`src/aecs_pkg.sv`:
```
// Package: register map, field layout and constants of the encoder counter status block
package aecs_pkg;
  // ----------------------------------------
  // Register indices (word addresses)
  // ----------------------------------------
  localparam logic [3:0] ADDR_P1_MATCH = 4'h0;
  localparam logic [3:0] ADDR_P2_MATCH = 4'h1;
  localparam logic [3:0] ADDR_COMP_REQ = 4'h2;
  localparam logic [3:0] ADDR_SYS_ERR = 4'h3;
  localparam logic [3:0] ADDR_ERR_CODE = 4'h4;
  localparam logic [3:0] ADDR_P1_OFFSET = 4'h5;
  localparam logic [3:0] ADDR_P2_OFFSET = 4'h6;
  localparam logic [3:0] ADDR_P1_SETUP = 4'h7;
  localparam logic [3:0] ADDR_P2_SETUP = 4'h8;
  localparam logic [3:0] ADDR_P1_COUNT_LO = 4'h9;
  localparam logic [3:0] ADDR_P1_COUNT_HI = 4'ha;
  localparam logic [3:0] ADDR_P2_COUNT_LO = 4'hb;
  localparam logic [3:0] ADDR_P2_COUNT_HI = 4'hc;
  localparam logic [3:0] ADDR_IRQ_STATUS = 4'hd;
  localparam logic [3:0] ADDR_IRQ_MASK = 4'he;
  localparam logic [3:0] ADDR_CTRL = 4'hf;

  // ----------------------------------------
  // Field positions
  // ----------------------------------------
  localparam int BIT_CMP_RUN = 8;
  localparam int BIT_COMP_P1 = 1;
  localparam int BIT_COMP_P2 = 2;
  localparam int BIT_BOARD_ERR = 15;
  localparam int BIT_CTRL_PROG = 0;
  localparam int BIT_CTRL_RUN1 = 1;
  localparam int BIT_CTRL_RUN2 = 2;

  // ----------------------------------------
  // Encodings and reset values
  // ----------------------------------------
  localparam logic [7:0] RES_8 = 8'h00;
  localparam logic [7:0] RES_10 = 8'h01;
  localparam logic [7:0] RES_12 = 8'h02;
  localparam logic [7:0] MODE_BCD = 8'h00;
  localparam logic [7:0] MODE_DEG = 8'h01;
  localparam logic [7:0] ERR_NONE = 8'h00;
  localparam logic [7:0] ERR_SETUP = 8'h03;
  localparam logic [15:0] RST_WORD = 16'h0000;
  localparam logic [15:0] CTRL_RST = 16'h0001;
  // Controller scan cycle: 1 ms at 10 MHz
  localparam int CLK_HZ = 10000000;
  localparam int SCAN_US = 1000;
  localparam int SCAN_CYC = SCAN_US * (CLK_HZ / 1000000);

  // ----------------------------------------
  // Carriers
  // ----------------------------------------
  typedef struct packed {
    logic [15:0] hi;
    logic [15:0] lo;
  } aecs_count_s;

  typedef struct packed {
    logic [7:0] lower;
    logic [7:0] upper;
  } aecs_limit_s;

  typedef struct packed {
    logic [7:0] mode;
    logic [7:0] res;
  } aecs_setup_s;
endpackage

```
`src/aecs_top.sv`:
```
// Status, error and setup logic of a two-port absolute encoder counter
// Function
// - Port 1 match bits 0-7 high while comparing and count lies within ranges 1-8
// - Port 2 match bits 0-7 high while comparing and count lies within ranges 1-8
// - Bit 8 of each port's status word high while comparing
// - Compensation request bits 1 and 2 trigger port 1 and 2 compensation
// - System status bit 15 high whenever the board has an error
// - Error code bits 8-15: 00 none, 01/02 hardware, 03 setup
// - One 16-bit BCD origin offset word per port
// - Compensate only on request rising while in program mode
// - Setup word: resolution bits 0-7, mode bits 8-15, latched at start for count mask and error check
// - 8-digit BCD present count in two words, refreshed each scan cycle
// - Request bit cleared automatically after storing the offset
// - Present count reads zero right after compensation
//
// The implementer's own choices: the register offsets and the plain strobed port.
module aecs_top #(
  parameter int SCAN_CYCLES = aecs_pkg::SCAN_CYC
) (
  // Clock and reset
  input wire logic clk_sys_i,
  input wire logic nrst_i,
  // Register port
  input wire logic [3:0] reg_addr_i,
  input wire logic [15:0] reg_wdata_i,
  input wire logic reg_wr_i,
  input wire logic reg_rd_i,
  output logic [15:0] reg_rdata_o,
  // Encoder gray inputs
  input wire logic [11:0] enc1_gray_i,
  input wire logic [11:0] enc2_gray_i,
  // Comparison ranges, eight per port
  input wire aecs_pkg::aecs_limit_s [7:0] range1_i,
  input wire aecs_pkg::aecs_limit_s [7:0] range2_i,
  // Board hardware fault code, 00 when healthy
  input wire logic [7:0] hw_fault_i,
  // Interrupt
  output logic irq_o
);

  // ----------------------------------------
  // Helpers
  // ----------------------------------------
  function automatic logic [11:0] gray2bin(input logic [11:0] g);
    logic [11:0] b;
    b = '0;
    b[11] = g[11];
    for (int i = 10; i >= 0; i--)
    begin
      b[i] = b[i+1] ^ g[i];
    end
    return b;
  endfunction

  function automatic logic [11:0] mask_res(input logic [11:0] v, input logic [7:0] res);
    logic [11:0] r;
    r = v;
    if (res == aecs_pkg::RES_8)
    begin
      r = {4'h0, v[7:0]};
    end
    else if (res == aecs_pkg::RES_10)
    begin
      r = {2'h0, v[9:0]};
    end
    return r;
  endfunction

  function automatic logic [15:0] bin2bcd(input logic [11:0] v);
    logic [27:0] s;
    s = {16'h0000, v};
    for (int i = 0; i < 12; i++)
    begin
      for (int d = 0; d < 4; d++)
      begin
        if (s[12+4*d +: 4] > 4'h4)
        begin
          s[12+4*d +: 4] = s[12+4*d +: 4] + 4'h3;
        end
      end
      s = {s[26:0], 1'b0};
    end
    return s[27:12];
  endfunction

  function automatic logic [11:0] bcd2bin(input logic [15:0] b);
    logic [15:0] r;
    r = 16'(b[15:12]) * 16'd1000 + 16'(b[11:8]) * 16'd100 + 16'(b[7:4]) * 16'd10 + 16'(b[3:0]);
    return r[11:0];
  endfunction

  function automatic logic [7:0] match8(input logic [11:0] v, input aecs_pkg::aecs_limit_s [7:0] rg);
    logic [7:0] m;
    m = '0;
    for (int k = 0; k < 8; k++)
    begin
      m[k] = ({4'h0, rg[k].lower} <= v) && (v <= {4'h0, rg[k].upper});
    end
    return m;
  endfunction

  function automatic logic setup_bad(input aecs_pkg::aecs_setup_s s);
    return (s.res > aecs_pkg::RES_12) || (s.mode > aecs_pkg::MODE_DEG);
  endfunction

  // ----------------------------------------
  // Scan cycle divider
  // ----------------------------------------
  logic [$clog2(SCAN_CYCLES+1)-1:0] scan_cnt_q;
  logic scan_q;

  always_ff @(posedge clk_sys_i)
  begin
    if (!nrst_i)
    begin
      scan_cnt_q <= '0;
      scan_q <= 1'b0;
    end
    else
    begin
      scan_q <= (scan_cnt_q == ($bits(scan_cnt_q))'(SCAN_CYCLES - 1));
      scan_cnt_q <= (scan_cnt_q == ($bits(scan_cnt_q))'(SCAN_CYCLES - 1)) ? '0 : scan_cnt_q + 1'b1;
    end
  end

  // ----------------------------------------
  // Software registers
  // ----------------------------------------
  logic [15:0] ctrl_q;
  logic [15:0] irq_mask_q;
  aecs_pkg::aecs_setup_s setup1_q, setup2_q, act1_q, act2_q;
  logic [15:0] off1_q, off2_q;
  logic [1:0] req_q;
  logic prog_q;
  logic [1:0] run_q;

  wire wr_req = reg_wr_i && reg_addr_i == aecs_pkg::ADDR_COMP_REQ;

  always_ff @(posedge clk_sys_i)
  begin
    if (!nrst_i)
    begin
      ctrl_q <= aecs_pkg::CTRL_RST;
      irq_mask_q <= aecs_pkg::RST_WORD;
      setup1_q <= aecs_pkg::RST_WORD;
      setup2_q <= aecs_pkg::RST_WORD;
    end
    else if (reg_wr_i)
    begin
      unique case (reg_addr_i)
        aecs_pkg::ADDR_CTRL: ctrl_q <= reg_wdata_i;
        aecs_pkg::ADDR_IRQ_MASK: irq_mask_q <= reg_wdata_i;
        aecs_pkg::ADDR_P1_SETUP: setup1_q <= reg_wdata_i;
        aecs_pkg::ADDR_P2_SETUP: setup2_q <= reg_wdata_i;
        default: ;
      endcase
    end
  end

  assign prog_q = ctrl_q[aecs_pkg::BIT_CTRL_PROG];
  assign run_q = {ctrl_q[aecs_pkg::BIT_CTRL_RUN2], ctrl_q[aecs_pkg::BIT_CTRL_RUN1]} & {2{~prog_q}};

  // Setup latched when operation starts; the count mask and error check wait for the next start, raw1/raw2 masking takes edits at once
  logic prog_d1_q;
  always_ff @(posedge clk_sys_i)
  begin
    if (!nrst_i)
    begin
      prog_d1_q <= 1'b1;
      act1_q <= aecs_pkg::RST_WORD;
      act2_q <= aecs_pkg::RST_WORD;
    end
    else
    begin
      prog_d1_q <= prog_q;
      if (prog_d1_q && !prog_q)
      begin
        act1_q <= setup1_q;
        act2_q <= setup2_q;
      end
    end
  end

  // ----------------------------------------
  // Origin compensation
  // ----------------------------------------
  logic [11:0] raw1, raw2;
  assign raw1 = mask_res(gray2bin(enc1_gray_i), setup1_q.res);
  assign raw2 = mask_res(gray2bin(enc2_gray_i), setup2_q.res);

  logic [1:0] req_rise;
  assign req_rise = {reg_wdata_i[aecs_pkg::BIT_COMP_P2], reg_wdata_i[aecs_pkg::BIT_COMP_P1]} & ~req_q & {2{wr_req}};
  logic [1:0] comp_go;
  assign comp_go = req_rise & {2{prog_q}};

  // Request is held for one cycle then dropped; a request outside program mode stays set
  always_ff @(posedge clk_sys_i)
  begin
    if (!nrst_i)
    begin
      req_q <= 2'b00;
    end
    else
    begin
      for (int p = 0; p < 2; p++)
      begin
        if (req_q[p] && prog_q)
        begin
          req_q[p] <= 1'b0;
        end
        else if (wr_req)
        begin
          req_q[p] <= reg_wdata_i[p+1];
        end
      end
    end
  end

  always_ff @(posedge clk_sys_i)
  begin
    if (!nrst_i)
    begin
      off1_q <= aecs_pkg::RST_WORD;
      off2_q <= aecs_pkg::RST_WORD;
    end
    else
    begin
      if (comp_go[0])
      begin
        off1_q <= bin2bcd(raw1);
      end
      else if (reg_wr_i && reg_addr_i == aecs_pkg::ADDR_P1_OFFSET)
      begin
        off1_q <= reg_wdata_i;
      end
      if (comp_go[1])
      begin
        off2_q <= bin2bcd(raw2);
      end
      else if (reg_wr_i && reg_addr_i == aecs_pkg::ADDR_P2_OFFSET)
      begin
        off2_q <= reg_wdata_i;
      end
    end
  end

  // ----------------------------------------
  // Present count and comparison
  // ----------------------------------------
  function automatic logic [11:0] adj(input logic [11:0] raw, input logic [15:0] off, input logic [7:0] res);
    return mask_res(raw - bcd2bin(off), res);
  endfunction

  logic [11:0] pos1, pos2;
  // Counting applies the resolution latched at start on top of raw1/raw2, which are masked by the live setup word
  assign pos1 = adj(raw1, off1_q, act1_q.res);
  assign pos2 = adj(raw2, off2_q, act2_q.res);

  aecs_pkg::aecs_count_s cnt1_q, cnt2_q;
  logic [8:0] st1_q, st2_q;

  always_ff @(posedge clk_sys_i)
  begin
    if (!nrst_i)
    begin
      cnt1_q <= '0;
      cnt2_q <= '0;
    end
    else
    begin
      if (comp_go[0])
      begin
        cnt1_q <= '0;
      end
      else if (scan_q)
      begin
        cnt1_q <= {16'h0000, bin2bcd(pos1)};
      end
      if (comp_go[1])
      begin
        cnt2_q <= '0;
      end
      else if (scan_q)
      begin
        cnt2_q <= {16'h0000, bin2bcd(pos2)};
      end
    end
  end

  always_ff @(posedge clk_sys_i)
  begin
    if (!nrst_i)
    begin
      st1_q <= '0;
      st2_q <= '0;
    end
    else
    begin
      st1_q <= {run_q[0], match8(pos1, range1_i) & {8{run_q[0]}}};
      st2_q <= {run_q[1], match8(pos2, range2_i) & {8{run_q[1]}}};
    end
  end

  // ----------------------------------------
  // Board error
  // ----------------------------------------
  logic [7:0] err_code_q;
  always_ff @(posedge clk_sys_i)
  begin
    if (!nrst_i)
    begin
      err_code_q <= aecs_pkg::ERR_NONE;
    end
    else if (hw_fault_i != aecs_pkg::ERR_NONE)
    begin
      err_code_q <= hw_fault_i;
    end
    else if (setup_bad(act1_q) || setup_bad(act2_q))
    begin
      err_code_q <= aecs_pkg::ERR_SETUP;
    end
    else
    begin
      err_code_q <= aecs_pkg::ERR_NONE;
    end
  end

  // ----------------------------------------
  // Interrupt: bit0 compensation done, bit1 error, bits 2/3 port matches
  // ----------------------------------------
  logic [15:0] irq_stat_q;
  logic [15:0] ev;
  assign ev = {12'h000, |st2_q[7:0], |st1_q[7:0], err_code_q != aecs_pkg::ERR_NONE, |comp_go};

  always_ff @(posedge clk_sys_i)
  begin
    if (!nrst_i)
    begin
      irq_stat_q <= aecs_pkg::RST_WORD;
      irq_o <= 1'b0;
    end
    else
    begin
      // Set beats the write-one clear in the same cycle
      irq_stat_q <= (irq_stat_q & ~(reg_wr_i && reg_addr_i == aecs_pkg::ADDR_IRQ_STATUS ? reg_wdata_i : 16'h0000)) | ev;
      irq_o <= |(irq_stat_q & irq_mask_q);
    end
  end

  // ----------------------------------------
  // Read port
  // ----------------------------------------
  always_ff @(posedge clk_sys_i)
  begin
    if (!nrst_i)
    begin
      reg_rdata_o <= aecs_pkg::RST_WORD;
    end
    else if (reg_rd_i)
    begin
      unique case (reg_addr_i)
        aecs_pkg::ADDR_P1_MATCH: reg_rdata_o <= {7'h00, st1_q};
        aecs_pkg::ADDR_P2_MATCH: reg_rdata_o <= {7'h00, st2_q};
        aecs_pkg::ADDR_COMP_REQ: reg_rdata_o <= {13'h0000, req_q, 1'b0};
        aecs_pkg::ADDR_SYS_ERR: reg_rdata_o <= {err_code_q != aecs_pkg::ERR_NONE, 15'h0000};
        aecs_pkg::ADDR_ERR_CODE: reg_rdata_o <= {err_code_q, 8'h00};
        aecs_pkg::ADDR_P1_OFFSET: reg_rdata_o <= off1_q;
        aecs_pkg::ADDR_P2_OFFSET: reg_rdata_o <= off2_q;
        aecs_pkg::ADDR_P1_SETUP: reg_rdata_o <= setup1_q;
        aecs_pkg::ADDR_P2_SETUP: reg_rdata_o <= setup2_q;
        aecs_pkg::ADDR_P1_COUNT_LO: reg_rdata_o <= cnt1_q.lo;
        aecs_pkg::ADDR_P1_COUNT_HI: reg_rdata_o <= cnt1_q.hi;
        aecs_pkg::ADDR_P2_COUNT_LO: reg_rdata_o <= cnt2_q.lo;
        aecs_pkg::ADDR_P2_COUNT_HI: reg_rdata_o <= cnt2_q.hi;
        aecs_pkg::ADDR_IRQ_STATUS: reg_rdata_o <= irq_stat_q;
        aecs_pkg::ADDR_IRQ_MASK: reg_rdata_o <= irq_mask_q;
        aecs_pkg::ADDR_CTRL: reg_rdata_o <= ctrl_q;
      endcase
    end
    else
    begin
      reg_rdata_o <= aecs_pkg::RST_WORD;
    end
  end
endmodule

```
`config.mk`:
```
export PLATFORM = sky130hd
export DESIGN_NAME = aecs_top
export DESIGN_NICKNAME = d
export VERILOG_FILES = /design/src/aecs_pkg.sv /design/src/aecs_top.sv
export SDC_FILE = /design/constraint.sdc
export NUM_CORES = 1
export LEC_CHECK = 0
export ABC_AREA = 1
export BUFFER_PORTS_ARGS = -buffer_cell sky130_fd_sc_hd__buf_4
export CORE_AREA = 2 2 263 265
export DETAILED_ROUTE_END_ITERATION = 12
export DIE_AREA = 0 0 265 267
export PLACE_DENSITY = 0.55
export REMOVE_ABC_BUFFERS = 1
export SLEW_MARGIN = 20
export SYNTH_ARGS = -nofsm -noshare
export SYNTH_HDL_FRONTEND = slang
export SYNTH_SLANG_ARGS = --single-unit
```
`constraint.sdc`:
```
create_clock -name clk_sys_i -period 26 [get_ports clk_sys_i]
set_input_delay 3.9 -clock clk_sys_i [delete_from_list [all_inputs] [get_ports clk_sys_i]]
set_output_delay 3.9 -clock clk_sys_i [all_outputs]
set_load 0.005 [all_outputs]
```
=== Yosys cells after proc, flatten, opt, wreduce, memory -nomap -nowiden ===
Cells that the tools add are included.

* Bitwise logic cells: 35
* Magnitude comparators: 108
* Muxes and demuxes: 238
* Add/sub/neg operators: 81
* Equal/unequal tests: 20
* Multipliers: 6
* Reduce and logical (&&, ||, !) cells: 51

{| class="wikitable"
|+ Operators by type and width
! operator !! count
|-
| 4-bit 2-to-1 mux || 222
|-
| 4-bit by 2-bit adder with 4-bit output, second input constant || 60
|-
| 4-bit by 3-bit > comparator with 1-bit output, second input constant || 60
|-
| 16-bit case mux with 15 select lines || 1
|-
| 12-bit by 8-bit less-or-equal comparator with 1-bit output || 16
|-
| 8-bit by 12-bit less-or-equal comparator with 1-bit output || 16
|-
| 12-bit 2-to-1 mux || 8
|-
| 15-bit 2-to-1 mux || 4
|-
| 3-bit by 2-bit adder with 4-bit output, second input constant || 12
|-
| 3-bit > comparator, second input constant || 12
|-
| 16-bit bitwise AND || 2
|-
| 4-bit equality test, second input constant || 8
|-
| 8-bit by 1-bit equality test with 1-bit output, second input constant || 4
|-
| 8-bit zero test || 4
|-
| 12-bit by 11-bit adder with 12-bit output || 2
|-
| 12-bit by 4-bit adder with 12-bit output || 2
|-
| 12-bit by 8-bit adder with 12-bit output || 2
|-
| 12-bit subtractor || 2
|-
| 1-bit logical AND || 23
|-
| 1-bit XOR || 22
|-
| 4-bit by 5-bit multiplier with 9-bit output, second input constant || 2
|-
| 4-bit by 7-bit multiplier with 9-bit output, second input constant || 2
|-
| 8-bit bitwise AND || 2
|-
| 4-bit by 3-bit equality test with 1-bit output, second input constant || 4
|-
| other kinds (24) || 47
|}

* Output and inout port bits: 17
* Register bits: 235
* Logic and storage cells: 566
* Input bits: 312

=== Depth between registers and ports, before layout ===
Gate-level depths: netlist of the first run.

* Word-level depth: 58
* Gate-level depth with buffers: 86
* Mapped depth without buffers: 86

=== Worst setup path before layout of the first run ===
OpenSTA, ideal clock, no wires.

* Path kind: input port to flip-flop
* Start point: in enc1_gray_i[10]
* End point: reg cnt1_q[6] (netlist name)
* Path slack: 13.252 ns
* Buffers on the path: 0
* Stages: 76
* Library setup time: 0.132 ns
* Data required time: 25.868 ns
* Arrival time: 12.616 ns
* Cell sequence: inv_1 nand2_1 nand3_1 nand2_2 nand2_2 nand3_2 nand2_4 nand2_4 nand2_4 nand2_2 nand3_2 nand2_4 nand2_2 nand3_2 nand2_4 xor2_1 inv_1 fa_1 [... 40 more ...] and2_1 ha_1 inv_1 nand2_2 nand2_2 nand3_1 ha_1 inv_1 nand3_2 nand2_1 nand2_1 and2_1 ha_1 nand3b_1 nand2_1 nand2_1 nand3_1 a21oi_1

* Cells in the longest elaborated chain, start to end: 58
* Elaborated cells between the ends (all ways): 97
* Classes of those cells: add/sub: 15; order compare: 14; mux: 57; bitwise: 11

{| class="wikitable"
|+ RTL lines
! what !! line !! source
|-
| start: declaration || aecs_top.sv:30 || <nowiki>input wire logic [11:0] enc1_gray_i,</nowiki>
|-
| 1-bit XOR (*) || aecs_top.sv:50 || <nowiki>b[i] = b[i+1] ^ g[i];</nowiki>
|-
| 1-bit XOR (10 in series) || aecs_top.sv:50 ||
|-
| 12-bit 2-to-1 mux || aecs_top.sv:62 || <nowiki>else if (res == aecs_pkg::RES_10)</nowiki>
|-
| 12-bit 2-to-1 mux (*) || aecs_top.sv:58 || <nowiki>if (res == aecs_pkg::RES_8)</nowiki>
|-
| 12-bit subtractor (*) || aecs_top.sv:251 || <nowiki>return mask_res(raw - bcd2bin(off), res);</nowiki>
|-
| 12-bit 2-to-1 mux || aecs_top.sv:62 ||
|-
| 12-bit 2-to-1 mux (*) || aecs_top.sv:58 ||
|-
| 3-bit by 2-bit adder with 4-bit output or 3-bit > comparator (tied branches) || aecs_top.sv:78, aecs_top.sv:76 ||
|-
| [... 33 more ...] || -- ||
|-
| 4-bit 2-to-1 mux || aecs_top.sv:264 || <nowiki>if (!nrst_i)</nowiki>
|-
| 4-bit by 2-bit adder with 4-bit output or 4-bit by 3-bit > comparator with 1-bit output (tied branches) || aecs_top.sv:78, aecs_top.sv:76 ||
|-
| 4-bit 2-to-1 mux || aecs_top.sv:76 || <nowiki>if (s[12+4*d +: 4] > 4'h4)</nowiki>
|-
| 4-bit 2-to-1 mux || aecs_top.sv:275 || <nowiki>else if (scan_q)</nowiki>
|-
| 4-bit 2-to-1 mux || aecs_top.sv:271 || <nowiki>if (comp_go[0])</nowiki>
|-
| 4-bit 2-to-1 mux || aecs_top.sv:264 ||
|-
| 4-bit by 2-bit adder with 4-bit output or 4-bit by 3-bit > comparator with 1-bit output (tied branches) || aecs_top.sv:78, aecs_top.sv:76 ||
|-
| 4-bit 2-to-1 mux (*) || aecs_top.sv:76 ||
|-
| end signal: assignment || aecs_top.sv:277 || <nowiki>cnt1_q <= {16'h0000, bin2bcd(pos1)};</nowiki>
|-
| end: declaration || aecs_top.sv:259 || <nowiki>aecs_pkg::aecs_count_s cnt1_q, cnt2_q;</nowiki>
|}

Mark *: on every way between the ends. The rest lies on a longest branch, timed or not. The select of a mux whose other input is x is not followed.
A chain may end at the register's enable or synchronous reset.

=== Worst setup path after layout of the first run ===
* Start point: in enc1_gray_i[10]
* End point: reg cnt1_q[5] (netlist name)

* Cells in the longest elaborated chain, start to end: 58
* Elaborated cells between the ends (all ways): 97
* Classes of those cells: add/sub: 15; order compare: 14; mux: 57; bitwise: 11

{| class="wikitable"
|+ RTL lines
! what !! line
|-
| 1-bit XOR (*) || aecs_top.sv:50
|-
| 1-bit XOR (10 in series) || aecs_top.sv:50
|-
| 12-bit 2-to-1 mux || aecs_top.sv:62
|-
| 12-bit 2-to-1 mux (*) || aecs_top.sv:58
|-
| 12-bit subtractor (*) || aecs_top.sv:251
|-
| 12-bit 2-to-1 mux || aecs_top.sv:62
|-
| 12-bit 2-to-1 mux (*) || aecs_top.sv:58
|-
| 3-bit by 2-bit adder with 4-bit output or 3-bit > comparator (tied branches) || aecs_top.sv:78, aecs_top.sv:76
|-
| [... 33 more ...] || --
|-
| 4-bit 2-to-1 mux || aecs_top.sv:264
|-
| 4-bit by 2-bit adder with 4-bit output or 4-bit by 3-bit > comparator with 1-bit output (tied branches) || aecs_top.sv:78, aecs_top.sv:76
|-
| 4-bit 2-to-1 mux || aecs_top.sv:76
|-
| 4-bit 2-to-1 mux || aecs_top.sv:275
|-
| 4-bit 2-to-1 mux || aecs_top.sv:271
|-
| 4-bit 2-to-1 mux || aecs_top.sv:264
|-
| 4-bit by 2-bit adder with 4-bit output or 4-bit by 3-bit > comparator with 1-bit output (tied branches) || aecs_top.sv:78, aecs_top.sv:76
|-
| 4-bit 2-to-1 mux (*) || aecs_top.sv:76
|}

Marked as above.

==> summary.md, run 1 <==
## Clocking
• total clock buffers created by CTS: 28
• CTS max path bufs: 3
• number of setup buffers added after CTS: 0
• Root Driver: sky130_fd_sc_hd__clkbuf_16
• H-tree lvl count: 1
• Skew-Pair Late Insertion Delay: 0.59 ns
• clock transition at the register clock pins on the worst setup and hold paths after CTS: 0.06 ns
• CTS tree: built
• clock sink count: 233
• # hold bufs at CTS: 0
• CTS resizes: 0

## Yosys
• dominant synthesized flop cell: sky130_fd_sc_hd__dfxtp_1
• unique cell type count in the Yosys netlist: 67
• sequential element share of the synthesized area: 17.3%
• asr flop ratio synth: 0%
• #FFs+latches synth: 233
• mean instance size in the synthesized netlist: 7.02 um^2
• instance count of the mapped netlist: 3,842
• post-synthesis cell area: 27,000 um^2
• top cell type by total area after synthesis: sky130_fd_sc_hd__ha_1
• most repeated cell in the gate-level netlist after synthesis: sky130_fd_sc_hd__inv_1
• Post-synth EDFFs: 0
• commonest cells in the netlist: 741 x sky130_fd_sc_hd__inv_1, 612 x sky130_fd_sc_hd__nand2_1, 459 x sky130_fd_sc_hd__ha_1
• leading cell types by total area after synthesis: sky130_fd_sc_hd__ha_1 21%, sky130_fd_sc_hd__dfxtp_1 17%, sky130_fd_sc_hd__inv_1 10%
• yosys warns: 0
• area fraction of the dominant cell type after synthesis: 21.3%

## Floorplanning
• Initial Util: 39.7%
• die width: 265 um
• number of I/O pins: 329
• FP Rows: 96
• Die Y-Extent: 267 um
• Std-Cell Core Area: 68,000 um^2
• die footprint: 70,800 um^2

## STA
• final setup vio count: 0
• min cycle time layout: 13.31 ns
• aggregate negative setup slack: 0 ns
• worst rel slew slack: 27.3%
• fraction of the cycle the final worst path needs: 51.2%
• peak clock frequency supported by timing: 75.1 MHz
• final worst clock skew: 0.0416 ns
• Tightest Pin Transition: 1.09 ns
• Max Slew Vio Count: 0
• setup repair after global routing missed its margin: false
• final-report hold violation count: 0

## Worst setup path
• critical path launch point type: primary input
• highest net fanout along the worst path: 8
• endpoint arrival time on the critical path: 13.86 ns
• buffers plus inverters on the worst setup path: 13
• slowest stage cell, crit path: sky130_fd_sc_hd__fa_1
• Setup CP Type: in2reg
• kind of cell with the highest combined delay on the critical path: simple AND/OR/NAND/NOR gates
• Crit path required time: 26.54 ns
• sort of element at the end of the critical path: flop
• Slowest Stage Delay on Critical Path: 0.44 ns
• Most Frequent Cell on Critical Path: sky130_fd_sc_hd__nand2_1

## Route
• remaining number of nets flagged by the antenna check after routing: 0
• number of remaining DRC errors: 0
• final wirelength: 83.3 mm
• router iterations before antenna repair: 5
• amount of wire on met3 after detailed routing: 3.01 mm
• final routed wire length divided by cell count: 16.4 um
• top sig layer: met4
• total length of routed met2 wires: 39.9 mm
• met1 layer wirelength in the final routing: 37.8 mm
• Vias: 25,400
• routed vias/inst: 5.01
• DRT iter0 DRCs: 1,455

## Global routing
• number of global-route vias before repair: 24,400
• global-route wire length before repair: 131 mm
• overflow left after global routing: 0
• Total Routing Usage GR: 23.2%
• initial antenna violation count: 0
• largest net degree at the start of global routing: 85

## Final layout
• fraction of final layout cells sized beyond drive strength 1: 15.9%
• area growth from synthesis to final layout: 16.4%
• post-route non-filler standard cell count: 5,066
• Layout Nets: 4,986
• diode count: 0

## Run status
• outcome: complete, no violations

## Placed design
• buffers added on ports: 328
• routability congestion estimate from global placement: 0.924
• DP Wirelength: 68.1 mm
• number of placed cells counting well taps: 5,015

## Flow run
• max-capacitance violation count: 0

## Min path
• worst min-delay path class: reg2reg

tightest hold or removal path, delay by kind of cell, from the launching register on:
kind                   cells  cell delay (ns)
AO/OA/AOI/OAI              1             0.06
flip-flops                 1             0.30
buffers and inverters      1             0.07
registers in the layout, indices dropped and copies added (netlist names):
name / flops
scan_cnt_q: 14
err_code_q: 8
off1_q: 16
cnt2_q: 15
irq_mask_q: 16
scan_q: 1
ctrl_q: 16
off2_q: 16
st1_q: 9
act1_q: 15
setup1_q: 16
setup2_q: 16
act2_q: 15
st2_q: 9
req_q: 2
irq_stat_q: 16
prog_d1_q: 1
irq_o: 1
cnt1_q: 15
reg_rdata_o: 16
layer usage:
layer  global-route usage [%]  vias up
li1                         -    13300
met1                     29.9    11500
met2                     41.3      448
met3                     2.21       99
met4                     6.21        0
met5                        0        -
cell usage in the layout, fill, tap and decap left out, drive strengths merged, types with 25 or more instances in the layout:
master and count:
fa 52, inv 786, clkbuf 41, nand4 44, o21ai 268, dfxtp 233
a21oi 298, o211ai 60, nand3 268, a211oi 25, a221oi 49, o22ai 32
xnor2 28, xor2 83, buf 350, ha 459, nor2 204, nand2 725
through the flow:
step	utilization [%]	cell area, um^2	setup slack [ns]	hold slack, ns
2_1_floorplan	-	26800	13.24	0.418
3_3_place_gp	44.9	30500	12.30	0.434
3_5_place_dp	44.9	30500	12.16	0.445
4_1_cts	46.2	31400	12.73	0.452
5_1_grt	46.2	31400	11.51	0.458
6_report	46.2	31400	12.69	0.445
path summary, 6_finish.rpt:
| kind | end | slack [ns] | depth (start not counted) | from |
|---|---|---|---|---|
| worst max-delay path | cnt1_q[5]$_SDFFE_PP0P_ | 12.69 | 78 | enc1_gray_i[10] |
| worst min-delay path | act1_q[3]$_SDFFE_PN0P_ | 0.45 | 2 | setup1_q[3]$_SDFFE_PN0P_ |
| worst max register to register | cnt1_q[5]$_SDFFE_PP0P_ | 15.44 | 68 | off1_q[13]$_SDFFE_PN0P_ |
| worst min register to register | act1_q[3]$_SDFFE_PN0P_ | 0.45 | 2 | setup1_q[3]$_SDFFE_PN0P_ |
layout make-up:
cell class                 count  area [um^2]
timing repair buffer         350         2630
clock inverter                10          101
tap                          882         1100
clock buffer                  41          800
fill                        7151        36600
sequential                   233         4660
inverter                     788         2960
multi-input combinational   2762        19100
logic make-up after synthesis:
logic type,after synthesis,synth area share [%]
simple gates,1316,23.2
buf+inv,847,11.8
xor+xnor,111,4.09
flops,233,17.3
compound gates,820,18.4
fa+ha+maj,511,25.1
mux,4,0.172
Power of run 1 is left out: the tool's default activity adds up to more than one toggle a clock period on the data nets, which glitch-free logic cannot reach.
==> run 2: changes to the inputs <==
==> constraint.sdc (replaced) <==
create_clock -name clk_sys_i -period 13.2 [get_ports clk_sys_i]
set_input_delay 1.98 -clock clk_sys_i [delete_from_list [all_inputs] [get_ports clk_sys_i]]
set_output_delay 1.98 -clock clk_sys_i [all_outputs]
set_load 0.005 [all_outputs]
==> summary.md, run 2 (synthesized netlist as in run 1, its figures left out) <==
## Clocking
• Root Driver: sky130_fd_sc_hd__clkbuf_16
• clock transition at the register clock pins on the worst setup and hold paths after CTS: 0.06 ns
• H-tree lvl count: 1
• # hold bufs at CTS: 0
• CTS tree: built
• CTS resizes: 0
• clock sink count: 233
• CTS max path bufs: 3
• total clock buffers created by CTS: 29
• number of setup buffers added after CTS: 0
• Skew-Pair Late Insertion Delay: 0.59 ns

## Min path
• Hold Path Depth: 1
• worst min-delay path class: reg2reg
• start point of the worst min-delay path: scan_cnt_q[0]$_SDFF_PP0_
• endpoint with the worst hold slack: scan_cnt_q[0]$_SDFF_PP0_

## Worst setup path
• slowest stage cell, crit path: sky130_fd_sc_hd__fa_1
• startpoint of the worst register-to-register path: off1_q[13]$_SDFFE_PN0P_
• highest net fanout along the worst path: 8
• critical path launch point type: primary input
• kind of cell with the highest combined delay on the critical path: simple AND/OR/NAND/NOR gates
• sort of element at the end of the critical path: flop
• depth of the worst register-to-register path: 68
• buffers plus inverters on the worst setup path: 13
• FF-to-FF End: cnt1_q[5]$_SDFFE_PP0P_
• Setup CP Type: in2reg
• Crit path required time: 13.73 ns
• endpoint arrival time on the critical path: 11.92 ns
• Slowest Stage Delay on Critical Path: 0.45 ns
• Most Frequent Cell on Critical Path: sky130_fd_sc_hd__nand2_1
• minimum setup slack among reg-to-reg paths: 2.68 ns

## Placed design
• DP Wirelength: 68.0 mm
• routability congestion estimate from global placement: 0.927
• buffers added on ports: 328

## Route
• Vias: 25,500
• DRT iter0 DRCs: 1,544
• final wirelength: 83.4 mm
• remaining number of nets flagged by the antenna check after routing: 0
• routed vias/inst: 5.03
• final routed wire length divided by cell count: 16.5 um
• number of remaining DRC errors: 0
• router iterations before antenna repair: 7

## Final layout
• Layout Nets: 4,987
• fraction of final layout cells sized beyond drive strength 1: 16.0%
• diode count: 0
• commonest non-fill, non-tap cells in the layout: 741 x sky130_fd_sc_hd__inv_1, 612 x sky130_fd_sc_hd__nand2_1, 459 x sky130_fd_sc_hd__ha_1
• leading cell type in the layout, fill and taps excluded: sky130_fd_sc_hd__inv_1
• area growth from synthesis to final layout: 16.6%

## STA
• final setup vio count: 0
• peak clock frequency supported by timing: 87.8 MHz
• worst slack on hold paths: 0.449 ns
• Tightest Pin Transition: 1.05 ns
• aggregate negative setup slack: 0 ns
• min cycle time layout: 11.39 ns
• fraction of the cycle the final worst path needs: 86.3%
• Max Slew Vio Count: 0
• final-report hold violation count: 0
• final worst clock skew: 0.0202 ns
• worst rel slew slack: 29.8%
• setup repair after global routing missed its margin: false

## Global routing
• largest net degree at the start of global routing: 85
• overflow left after global routing: 0
• global-route wire length before repair: 132 mm
• number of global-route vias before repair: 24,500
• initial antenna violation count: 0
• Total Routing Usage GR: 23.3%

## Floorplanning
• Initial Util: 39.7%
• die footprint: 70,800 um^2
• Die Y-Extent: 267 um
• FP Rows: 96
• Std-Cell Core Area: 68,000 um^2
• die width: 265 um
• number of I/O pins: 329

## Run status
• outcome: complete, no violations

## Flow run
• max-capacitance violation count: 0

[run 2: changes by cell type in the layout (fill, tap and decap cells not counted), sizes merged]
cell / delta
inv: +4
bufinv: +1
clkinv: -3
[run 2: worst max-delay path by stage]
stage / depth (start not counted) / end / startpoint / slack [ns]
finish: 78 / cnt1_q[5]$_SDFFE_PP0P_ / enc1_gray_i[10] / 1.81
global route: 76 / cnt1_q[5]$_SDFFE_PP0P_ / enc1_gray_i[10] / 0.63
CTS: 78 / cnt1_q[5]$_SDFFE_PP0P_ / enc1_gray_i[10] / 1.88
detailed placement: 78 / cnt1_q[5]$_SDFFE_PP0P_ / enc1_gray_i[10] / 1.30
global placement: 81 / cnt2_q[5]$_SDFFE_PP0P_ / enc2_gray_i[10] / 1.42
floorplan: 77 / cnt1_q[5]$_SDFFE_PP0P_ / enc1_gray_i[10] / 2.36
[run 2: area by class of cell]
class / instances / area, um^2
Multi-Input combinational cell: 2762 / 19100
Inverter: 788 / 2960
Sequential cell: 233 / 4660
Fill cell: 7112 / 36500
Tap cell: 882 / 1100
Clock buffer: 41 / 851
Timing Repair Buffer: 350 / 2630
Clock inverter: 12 / 125
[run 2: routing by layer]
metal / vias up / global-route usage, % / wire length, um
li1: 13400 / - / -
met1: 11600 / 30.0 / 38000
met2: 465 / 41.4 / 39800
met3: 96 / 2.12 / 3080
met4: 0 / 6.41 / 2560
met5: - / 0 / 0
[run 2: through the flow]
step | util (%) | area (um^2) | worst slack [ns] | instances
6_report | 46.3 | 31500 | 1.81 | 5068
5_1_grt | 46.3 | 31500 | 0.634 | 5068
4_1_cts | 46.3 | 31500 | 1.88 | 5068
3_5_place_dp | 44.9 | 30500 | 1.30 | 5015
3_3_place_gp | 44.9 | 30500 | 1.42 | 5015
2_1_floorplan | - | 26800 | 2.36 | 3783
Power of run 2 is left out for the same reason.
